## src/rtl/rcd_pkg.sv

```systemverilog
// Constants shared by the reset and default clock controller
package rcd_pkg;

	// ==================================================================
	// System clock
	localparam int CLK_PERIOD_PS = 8000;   // 125 MHz

	// ==================================================================
	// Internal oscillator figures
	localparam int FAST_OSC_KHZ  = 16000;
	localparam int SLOW_OSC_KHZ  = 128;
	localparam int CORE_DIV      = 8;
	localparam int CORE_KHZ      = FAST_OSC_KHZ / CORE_DIV;
	localparam int DIV_HALF      = CORE_DIV / 4;    // Counted on rising edges only
	localparam int DIV_W         = 2;

	// ==================================================================
	// Reset pin timing, in picoseconds
	localparam int FILT_MIN_PS   = 75000;
	localparam int VALID_MAX_PS  = 450000;
	localparam int INT_PULSE_PS  = 30000;
	localparam int REQ_MIN_PS    = 20000;
	localparam int STRETCH_PS    = 20000000;

	// Derived cycle counts: least times round up, longest times round down
	localparam int FILT_CYC      = (FILT_MIN_PS + CLK_PERIOD_PS - 1) / CLK_PERIOD_PS;
	localparam int VALID_CYC     = VALID_MAX_PS / CLK_PERIOD_PS;
	localparam int INT_PULSE_CYC = (INT_PULSE_PS + CLK_PERIOD_PS - 1) / CLK_PERIOD_PS;
	localparam int REQ_MIN_CYC   = (REQ_MIN_PS + CLK_PERIOD_PS - 1) / CLK_PERIOD_PS;
	localparam int STRETCH_CYC   = (STRETCH_PS + CLK_PERIOD_PS - 1) / CLK_PERIOD_PS;
	localparam int GUARD_CYC     = 8;      // Pull-up settle before the pin is trusted again

	localparam int FILT_W        = 4;
	localparam int PULSE_W       = 3;
	localparam int STRETCH_W     = 12;
	localparam int GUARD_W       = 4;

	// ==================================================================
	// Reset cause bit positions
	localparam int CAUSE_PIN     = 0;
	localparam int CAUSE_POR     = 1;
	localparam int CAUSE_BROWN   = 2;
	localparam int CAUSE_INDEPENDENT_WATCHDOG    = 3;
	localparam int CAUSE_WINDOW_WATCHDOG    = 4;
	localparam int CAUSE_SW      = 5;
	localparam int CAUSE_DEBUG   = 6;
	localparam int CAUSE_OPCODE  = 7;
	localparam int CAUSE_CORRUPT = 8;
	localparam int NUM_CAUSE     = 9;
	localparam logic [NUM_CAUSE-1:0] CAUSE_RESET = 9'h000;

	// ==================================================================
	// Clock source selection
	typedef enum logic [1:0] {
		SRC_FAST_DIV8 = 2'b00,
		SRC_FAST      = 2'b01,
		SRC_SLOW      = 2'b10,
		SRC_EXTERNAL  = 2'b11
	} rcd_clk_src_t;

	// Reset pin stretcher states
	typedef enum logic [1:0] {
		ST_IDLE    = 2'b00,
		ST_STRETCH = 2'b01,
		ST_GUARD   = 2'b10
	} rcd_state_t;

endpackage

```

## src/rtl/rcd_reset_clock_ctrl.sv

```systemverilog
// Reset source collector, reset pin filter and stretcher, default core clock
`timescale 1ns/1ps
module rcd_reset_clock_ctrl (
	input  wire logic                          SYS_CLK_I,
	input  wire logic                          RST_I,
	// Reset pin, open drain
	input  wire logic                          RESET_PIN_N_I,
	output logic                               RESET_PIN_N_O,
	output logic                               RESET_PIN_N_OE_N_O,
	// Reset sources
	input  wire logic                          POWER_NOT_OK_I,
	input  wire logic                          BROWNOUT_RESET_I,
	input  wire logic                          INDEPENDENT_WATCHDOG_I,
	input  wire logic                          WINDOW_WATCHDOG_I,
	input  wire logic                          SW_RESET_REQ_I,
	input  wire logic                          DEBUG_RESET_REQ_I,
	input  wire logic                          ILLEGAL_OPCODE_I,
	input  wire logic                          REGISTER_CORRUPTION_RESET_I,
	// Reset results
	output logic                               CORE_RST_O,
	output logic [rcd_pkg::NUM_CAUSE-1:0]      RST_CAUSE_O,
	input  wire logic [rcd_pkg::NUM_CAUSE-1:0] CAUSE_CLR_I,
	// Oscillators and clock selection
	input  wire logic                          FAST_INTERNAL_OSC_I,
	input  wire logic                          SLOW_INTERNAL_OSC_I,
	input  wire logic [1:0]                    CLK_SEL_I,
	input  wire logic                          CLK_SEL_WR_I,
	input  wire logic                          CRYSTAL_MODE_I,
	output logic [1:0]                         CLK_SRC_O,
	output logic                               CORE_CLK_O,
	output logic                               CLOCK_OUTPUT_PIN_O,
	// Oscillator pins, two-way
	input  wire logic                          OSC_INPUT_PIN_I,
	output logic                               OSC_INPUT_PIN_O,
	output logic                               OSC_INPUT_PIN_OE_N_O,
	input  wire logic                          OSC_OUTPUT_PIN_I,
	output logic                               OSC_OUTPUT_PIN_O,
	output logic                               OSC_OUTPUT_PIN_OE_N_O,
	// GPIO use of the oscillator pins
	input  wire logic [1:0]                    GPIO_OUT_I,
	input  wire logic [1:0]                    GPIO_DRIVE_I,
	output logic [1:0]                         GPIO_IN_O
);

	// ==================================================================
	// Synchronisers
	// Everything arriving from pins or analog blocks passes two flops
	localparam int NSYNC = 7;
	logic [NSYNC-1:0] async_in;
	logic [NSYNC-1:0] sync1_ff;
	logic [NSYNC-1:0] sync2_ff;
	logic             pin_n_s;
	logic             por_s;
	logic             brown_s;
	logic             fast_s;
	logic             slow_s;
	logic             osc_input_pin_s;
	logic             osc_output_pin_s;

	assign async_in = {OSC_OUTPUT_PIN_I, OSC_INPUT_PIN_I, SLOW_INTERNAL_OSC_I, FAST_INTERNAL_OSC_I,
		BROWNOUT_RESET_I, POWER_NOT_OK_I, RESET_PIN_N_I};

	// One two-flop chain per input bit
	genvar gi;
	generate
		for (gi = 0; gi < NSYNC; gi++) begin : g_sync
			always_ff @(posedge SYS_CLK_I) begin
				if (RST_I) begin
					sync1_ff[gi] <= (gi == 0) ? 1'b1 : 1'b0;
					sync2_ff[gi] <= (gi == 0) ? 1'b1 : 1'b0;
				end else begin
					sync1_ff[gi] <= async_in[gi];
					sync2_ff[gi] <= sync1_ff[gi];
				end
			end
		end
	endgenerate

	assign pin_n_s  = sync2_ff[0];
	assign por_s    = sync2_ff[1];
	assign brown_s  = sync2_ff[2];
	assign fast_s   = sync2_ff[3];
	assign slow_s   = sync2_ff[4];
	assign osc_input_pin_s  = sync2_ff[5];
	assign osc_output_pin_s = sync2_ff[6];

	// ==================================================================
	// Reset pin glitch filter
	// Any high sample restarts the count, so spike trains never add up
	logic [rcd_pkg::FILT_W-1:0] low_cnt_ff;
	logic                       low_seen_ff;
	logic                       pin_watch;
	logic                       pin_valid;
	rcd_pkg::rcd_state_t        state_ff;

	// Our own drive is masked so the stretcher cannot retrigger itself
	assign pin_watch = (state_ff == rcd_pkg::ST_IDLE);
	assign pin_valid = pin_watch && !pin_n_s && !low_seen_ff &&
		(low_cnt_ff == rcd_pkg::FILT_W'(rcd_pkg::FILT_CYC));

	always_ff @(posedge SYS_CLK_I) begin
		if (RST_I) begin
			low_cnt_ff <= '0;
		end else if (!pin_watch || pin_n_s) begin
			low_cnt_ff <= '0;
		end else if (low_cnt_ff != rcd_pkg::FILT_W'(rcd_pkg::FILT_CYC)) begin
			low_cnt_ff <= low_cnt_ff + rcd_pkg::FILT_W'(1);
		end
	end

	// One accepted event per low level while in ST_IDLE; a low still held after stretch and guard is accepted again
	always_ff @(posedge SYS_CLK_I) begin
		if (RST_I) begin
			low_seen_ff <= 1'b0;
		end else if (!pin_watch || pin_n_s) begin
			low_seen_ff <= 1'b0;
		end else if (pin_valid) begin
			low_seen_ff <= 1'b1;
		end
	end

	// ==================================================================
	// Internal pulse from a valid pin event
	logic [rcd_pkg::PULSE_W-1:0] pulse_cnt_ff;
	logic                        pin_rst;

	always_ff @(posedge SYS_CLK_I) begin
		if (RST_I) begin
			pulse_cnt_ff <= '0;
		end else if (pin_valid) begin
			pulse_cnt_ff <= rcd_pkg::PULSE_W'(rcd_pkg::INT_PULSE_CYC);
		end else if (pulse_cnt_ff != '0) begin
			pulse_cnt_ff <= pulse_cnt_ff - rcd_pkg::PULSE_W'(1);
		end
	end

	assign pin_rst = (pulse_cnt_ff != '0);

	// ==================================================================
	// Source merge
	logic [rcd_pkg::NUM_CAUSE-1:0] src_vec;
	logic                          any_req;

	always_comb begin
		src_vec                         = '0;
		src_vec[rcd_pkg::CAUSE_PIN]     = pin_rst;
		src_vec[rcd_pkg::CAUSE_POR]     = por_s;
		src_vec[rcd_pkg::CAUSE_BROWN]   = brown_s;
		src_vec[rcd_pkg::CAUSE_INDEPENDENT_WATCHDOG]    = INDEPENDENT_WATCHDOG_I;
		src_vec[rcd_pkg::CAUSE_WINDOW_WATCHDOG]    = WINDOW_WATCHDOG_I;
		src_vec[rcd_pkg::CAUSE_SW]      = SW_RESET_REQ_I;
		src_vec[rcd_pkg::CAUSE_DEBUG]   = DEBUG_RESET_REQ_I;
		src_vec[rcd_pkg::CAUSE_OPCODE]  = ILLEGAL_OPCODE_I;
		src_vec[rcd_pkg::CAUSE_CORRUPT] = REGISTER_CORRUPTION_RESET_I;
	end

	assign any_req = |src_vec;

	// ==================================================================
	// Reset cause flags
	// Kept through core resets so software can read why it restarted
	logic [rcd_pkg::NUM_CAUSE-1:0] cause_ff;

	always_ff @(posedge SYS_CLK_I) begin
		if (RST_I) begin
			cause_ff <= rcd_pkg::CAUSE_RESET;
		end else begin
			cause_ff <= (cause_ff & ~CAUSE_CLR_I) | src_vec; // Set wins over clear
		end
	end

	assign RST_CAUSE_O = cause_ff;

	// ==================================================================
	// Reset pin stretcher
	// Counting restarts from the request's fall, so a long request extends the pin low
	logic [rcd_pkg::STRETCH_W-1:0] stretch_cnt_ff;
	logic [rcd_pkg::GUARD_W-1:0]   guard_cnt_ff;

	always_ff @(posedge SYS_CLK_I) begin
		if (RST_I) begin
			state_ff <= rcd_pkg::ST_STRETCH;
		end else begin
			case (state_ff)
				rcd_pkg::ST_IDLE: begin
					if (any_req) begin
						state_ff <= rcd_pkg::ST_STRETCH;
					end
				end
				rcd_pkg::ST_STRETCH: begin
					if (!any_req && stretch_cnt_ff == '0) begin
						state_ff <= rcd_pkg::ST_GUARD;
					end
				end
				rcd_pkg::ST_GUARD: begin
					if (any_req) begin
						state_ff <= rcd_pkg::ST_STRETCH;
					end else if (guard_cnt_ff == '0) begin
						state_ff <= rcd_pkg::ST_IDLE;
					end
				end
				default: begin
					state_ff <= rcd_pkg::ST_IDLE;
				end
			endcase
		end
	end

	// Stretch counter reloads while any request stands
	always_ff @(posedge SYS_CLK_I) begin
		if (RST_I || any_req) begin
			stretch_cnt_ff <= rcd_pkg::STRETCH_W'(rcd_pkg::STRETCH_CYC - 1);
		end else if (state_ff == rcd_pkg::ST_STRETCH && stretch_cnt_ff != '0) begin
			stretch_cnt_ff <= stretch_cnt_ff - rcd_pkg::STRETCH_W'(1);
		end
	end

	// Guard lets the external pull-up lift the pin before watching it
	always_ff @(posedge SYS_CLK_I) begin
		if (RST_I || state_ff != rcd_pkg::ST_GUARD) begin
			guard_cnt_ff <= rcd_pkg::GUARD_W'(rcd_pkg::GUARD_CYC - 1);
		end else if (guard_cnt_ff != '0) begin
			guard_cnt_ff <= guard_cnt_ff - rcd_pkg::GUARD_W'(1);
		end
	end

	// Open drain: only ever pulls low
	assign RESET_PIN_N_O      = 1'b0;
	assign RESET_PIN_N_OE_N_O = (state_ff != rcd_pkg::ST_STRETCH);

	// ==================================================================
	// Core reset
	// Held across the whole stretch, released one cycle after the pin
	logic core_rst_ff;

	always_ff @(posedge SYS_CLK_I) begin
		if (RST_I) begin
			core_rst_ff <= 1'b1;
		end else begin
			core_rst_ff <= any_req || (state_ff == rcd_pkg::ST_STRETCH);
		end
	end

	assign CORE_RST_O = core_rst_ff;

	// ==================================================================
	// Fast oscillator divider
	// The sampled oscillator is only 16 MHz, so its edges are seen reliably at 125 MHz
	logic                     fast_d_ff;
	logic                     fast_rise;
	logic [rcd_pkg::DIV_W-1:0] div_cnt_ff;
	logic                     div_clk_ff;

	always_ff @(posedge SYS_CLK_I) begin
		if (RST_I) begin
			fast_d_ff <= 1'b0;
		end else begin
			fast_d_ff <= fast_s;
		end
	end

	assign fast_rise = fast_s && !fast_d_ff;

	// Toggle every CORE_DIV/2 rising edges gives fast divided by CORE_DIV
	always_ff @(posedge SYS_CLK_I) begin
		if (RST_I) begin
			div_cnt_ff <= '0;
			div_clk_ff <= 1'b0;
		end else if (fast_rise) begin
			if (div_cnt_ff == rcd_pkg::DIV_W'(rcd_pkg::DIV_HALF * 2 - 1)) begin
				div_cnt_ff <= '0;
				div_clk_ff <= !div_clk_ff;
			end else begin
				div_cnt_ff <= div_cnt_ff + rcd_pkg::DIV_W'(1);
			end
		end
	end

	// ==================================================================
	// Clock source selection
	// Any core reset returns to the default source
	rcd_pkg::rcd_clk_src_t clk_sel_ff;

	always_ff @(posedge SYS_CLK_I) begin
		if (RST_I || core_rst_ff) begin
			clk_sel_ff <= rcd_pkg::SRC_FAST_DIV8;
		end else if (CLK_SEL_WR_I) begin
			clk_sel_ff <= rcd_pkg::rcd_clk_src_t'(CLK_SEL_I);
		end
	end

	assign CLK_SRC_O = clk_sel_ff;

	// Selected source, registered before it leaves the block
	logic core_clk_ff;
	logic nxt_core_clk;

	always_comb begin
		case (clk_sel_ff)
			rcd_pkg::SRC_FAST:     nxt_core_clk = fast_s;
			rcd_pkg::SRC_SLOW:     nxt_core_clk = slow_s;
			rcd_pkg::SRC_EXTERNAL: nxt_core_clk = osc_input_pin_s;
			default:               nxt_core_clk = div_clk_ff;
		endcase
	end

	always_ff @(posedge SYS_CLK_I) begin
		if (RST_I) begin
			core_clk_ff <= 1'b0;
		end else begin
			core_clk_ff <= nxt_core_clk;
		end
	end

	assign CORE_CLK_O         = core_clk_ff;
	assign CLOCK_OUTPUT_PIN_O = core_clk_ff;

	// ==================================================================
	// Oscillator pins
	// In crystal mode the output pin drives the inverted input as the amplifier
	logic ext_used;
	logic osc_drv_ff;

	assign ext_used = (clk_sel_ff == rcd_pkg::SRC_EXTERNAL);

	always_ff @(posedge SYS_CLK_I) begin
		if (RST_I) begin
			osc_drv_ff <= 1'b1;
		end else begin
			osc_drv_ff <= !osc_input_pin_s;
		end
	end

	// Without an external source both pins belong to GPIO
	always_comb begin
		if (ext_used) begin
			OSC_INPUT_PIN_O       = 1'b0;
			OSC_INPUT_PIN_OE_N_O  = 1'b1;
			OSC_OUTPUT_PIN_O      = osc_drv_ff;
			OSC_OUTPUT_PIN_OE_N_O = !CRYSTAL_MODE_I;
		end else begin
			OSC_INPUT_PIN_O       = GPIO_OUT_I[0];
			OSC_INPUT_PIN_OE_N_O  = !GPIO_DRIVE_I[0];
			OSC_OUTPUT_PIN_O      = GPIO_OUT_I[1];
			OSC_OUTPUT_PIN_OE_N_O = !GPIO_DRIVE_I[1];
		end
	end

	// Pin levels read back; valid whatever the mode
	assign GPIO_IN_O = {osc_output_pin_s, osc_input_pin_s};

endmodule

```

## config.mk

```make
export PLATFORM = sky130hd
export DESIGN_NAME = rcd_reset_clock_ctrl
export DESIGN_NICKNAME = d
export VERILOG_FILES = /design/src/rtl/rcd_pkg.sv /design/src/rtl/rcd_reset_clock_ctrl.sv
export SDC_FILE = /design/constraint.sdc
export NUM_CORES = 1
export LEC_CHECK = 0
export CORE_MARGIN = 1
export CORE_UTILIZATION = 66
export DETAILED_ROUTE_END_ITERATION = 7
export DONT_BUFFER_PORTS = 1
export PLACE_DENSITY = 0.82
export SETUP_SLACK_MARGIN = 0.2
export SYNTH_ARGS = -nofsm -noshare
export SYNTH_HDL_FRONTEND = slang
export SYNTH_SLANG_ARGS = --single-unit
```

## constraint.sdc

```tcl
create_clock -name SYS_CLK_I -period 2.7 [get_ports SYS_CLK_I]
set_input_delay 0 -clock SYS_CLK_I [delete_from_list [all_inputs] [get_ports SYS_CLK_I]]
set_output_delay 0 -clock SYS_CLK_I [all_outputs]
set_load 0.1 [all_outputs]
```

==> qor.yml <==
sta:
  setup_viol: 0
  fin_skew_ns: 0.0151
  period_minus_slack_ns: 1.92
  slew_headroom_pct: 33.5
  max_freq_mhz: 520
  rsz0062_at_grt: "no"
  slew_viol_final: 0
  finalHoldViolations: 0
  fin_tns_setup_ns: 0
  worstMarginPinSlew_ns: 1.00
  fin_crit_sh_pct: 71.2
synthesis:
  syn-num-nets: 298
  synth-seq-cells: 58
  ys_types: 39
  avgSynthCellArea_sq_um: 9.34
  synthCells: 257
  synth_area_sq_um: 2400
  yosysSeqAreaShare_pct: 48.4
  yosysWarnings: 0
critical_path:
  cp_num_buf_inv: 1
  path_delay_family: "simple AND/OR/NAND/NOR gates"
  reg2reg_depth: 6
  regToRegEndpoint: "CORE_RST_O$_SDFF_PP1_"
  path_class: "flip-flop to flip-flop"
  path_cells: "inv_1 > ha_1 > ha_1 > nand4_1 > nor2_1 > nand2_1"
  end_kind: "flip-flop"
  rrSetupSlack_ns: 0.78
  critPathLaunch: "pulse_cnt_ff[0]$_SDFFE_PP0P_"
  max_stage_delay_ns: 0.47
  start_kind: "flip-flop"
  reg2reg_from: "pulse_cnt_ff[0]$_SDFFE_PP0P_"
  critPathSlowestCell: "nor2_1"
  cp_max_fo: 6
  crit_top_cell: "ha_1"
  crit_arrival_ns: 2.16
  crit_required_ns: 2.94
global_route:
  overflow: 0
  antenna_found_initial: 0
  grt_pass1_wl_microns: 9140
  grt_use_total_pct: 30.7
  first_global_vias: 1979
  grt_max_degree: 39
clocking:
  numCtsBuffers: 9
  cts_sinks: 58
  cts_resized: 0
  path_clk_slew_ns: 0.09
  cts-root-buf: "clkbuf_4"
  cts-htree-levels: 3
  clk_path_buf_depth: 2
  cts_tree: "done"
  clock_latency_ns: 0.39
drt:
  viasPerCell: 5.72
  first_iter_violations: 99
  num_vias: 2009
  antenna_left: 0
  drt-pass1-iter-count: 5
  wirelength_microns: 5380
  wl_per_cell_microns: 15.3
  route.detailed.drc: 0
power:
  finalPower_mw: 1.83
  leakage_nw: 1.20
  ir_drop_v: 0.000514
  p_per_area_nw_per_um2: 619
layout:
  seq_area_sq_um: 1160
  areaGrowthSynthToFinish_pct: 22.8
  multi_input_area_sq_um: 1110
  drive_gt1_share_pct: 15.1
  fillers: 171
  antenna_cells: 0
  nNetsFinal: 342
die:
  die_y_microns: 62.3
  die_area_sq_um: 3880
  core_area_sq_um: 3420
  boundaryPins: 54
  num_rows: 21
  initial_core_util_pct: 70.3
  die_w_microns: 62.3
placed_design:
  io_buffers: 0
  place.gp.congestion: 0.831
  dp_hpwl_microns: 3040
worst_hold_path:
  holdPathStages: 2
  hold_start: "GPIO_DRIVE_I[0]"
  hold_class: "primary input to primary output"
  min_to: "OSC_INPUT_PIN_OE_N_O"
job:
  cap_viol_max_count: 0
outcome:
  outcome: "finished, final reports clean"
-- per-stage QoR --
step,utilization (%),cell area [sq um],hold WS (ns),std cells,setup WS [ns]
2_1_floorplan,-,2400,0.104,257,0.348
3_3_place_gp,73.8,2520,0.0680,308,0.917
3_5_place_dp,73.8,2520,0.0747,308,0.876
4_1_cts,86.3,2950,0.242,351,0.771
5_1_grt,86.3,2950,0.262,351,0.597
6_report,86.3,2950,0.253,351,0.777
-- worst register-to-register path: cells and delay by family, from the launching register on --
kind | cells | cell delay [ns]
AND/OR/NAND/NOR | 3 | 0.90
flip-flops | 1 | 0.34
adder cells (fa/ha/maj) | 2 | 0.49
buffers and inverters | 1 | 0.06
-- logic make-up (layout without fill, tap and decap cells) --
logic type | Yosys count | count (layout) | synth area share (%)
adders and majority gates | 9 | 9 | 4.69
AOI/OAI and AO/OA | 32 | 32 | 8.08
muxes | 10 | 10 | 4.80
xor gates and xnor gates | 9 | 9 | 3.28
DFF | 58 | 58 | 48.4
buffers and inverters | 29 | 77 | 5.32
other | 1 | 1 | 0.156
and+or+nand+nor | 109 | 109 | 25.3
-- worst max path at each step --
stage / to / slack (ns) / cells after the start
6_report: CORE_RST_O$_SDFF_PP1_ / 0.78 / 6
2_1_floorplan: OSC_OUTPUT_PIN_OE_N_O / 0.35 / 2
5_1_grt: stretch_cnt_ff[11]$_SDFFE_PP1P_ / 0.60 / 4
3_3_place_gp: stretch_cnt_ff[6]$_SDFFE_PP1P_ / 0.92 / 6
4_1_cts: OSC_INPUT_PIN_O / 0.77 / 3
3_5_place_dp: stretch_cnt_ff[6]$_SDFFE_PP1P_ / 0.88 / 6
-- final cells by class --
class	instances	share of cell area [%]
Clock buffer	14	4.29
Clock inverter	1	0.255
Inverter	18	2.29
Multi-Input combinational cell	170	37.8
Sequential cell	58	39.4
Tap cell	46	1.95
Timing Repair Buffer	44	13.9
-- power by group --
group | internal, mW | switching, mW
clock network | 0.286 | 0.301
logic | 0.109 | 0.217
registers | 0.891 | 0.0203
total | 1.29 | 0.539
-- state kept, by name, summed over array words and instances (netlist names) --
signal and cells:
div_clk_ff 1, sync1_ff 7, CLOCK_OUTPUT_PIN_O 1, pin_n_s 1, low_seen_ff 1, fast_s 1, CORE_RST_O 1, osc_output_pin_s 1
osc_input_pin_s 1, RST_CAUSE_O 9, low_cnt_ff 4, CLK_SRC_O 2, brown_s 1, guard_cnt_ff 4, div_cnt_ff 2, pulse_cnt_ff 3
osc_drv_ff 1, stretch_cnt_ff 12, slow_s 1, state_ff 2, por_s 1, fast_d_ff 1
-- Yosys cell counts (all sizes together) --
master,n,share of area (%)
xnor2,6,2.2
o211ai,1,0.31
nor3,10,2.5
mux2i,7,2.9
nand2,14,2.2
or3,6,1.8
o21ai,5,1.0
clkbuf,6,0.94
buf,5,1.6
mux4,1,0.94
nand3b,1,0.31
a211oi,1,0.31
a41oi,1,0.37
or2,5,1.3
a211o,2,0.73
o31ai,3,0.94
a21oi,18,3.8
nand4,4,1.0
nor4,4,1.7
inv,18,2.8
nand3,2,0.42
xor2,3,1.1
and3b,1,0.37
mux2,2,0.94
nor2b,19,5.0
nor2,28,4.4
nor3b,3,0.94
nand2b,4,1.0
conb,1,0.16
and2,2,0.52
or4,5,1.6
dfxtp,58,48
ha,9,4.7
a2111oi,1,0.63
or2b,1,0.31
-- what timing repair did --
action                                 4_1_cts  5_1_grt
hold buffers                                28        0
endpoints found under the hold margin       58        0
setup buffers                                0        0
-- cell usage in the layout, fill, tap and decap left out, types with 5 or more instances in the layout --
cell and instances:
nand2_1 14, dlygate4sd3_1 27, or4_1 5, ha_1 9, mux2i_1 6, buf_4 16
inv_1 18, clkbuf_4 9, nor2b_1 19, nor3_1 8, xnor2_1 6, or3_1 5
dfxtp_1 57, a21oi_1 18, nor2_1 28, or2_2 5
-- per-layer routing --
layer	wire, microns	vias up	track usage [%]
met4	95	0	10.8
met3	296	11	8.27
met1	2140	973	34.5
met2	2850	73	55.4
li1	-	952	-
met5	0	-	0
Note: power is estimated with default switching activity, not from simulation.
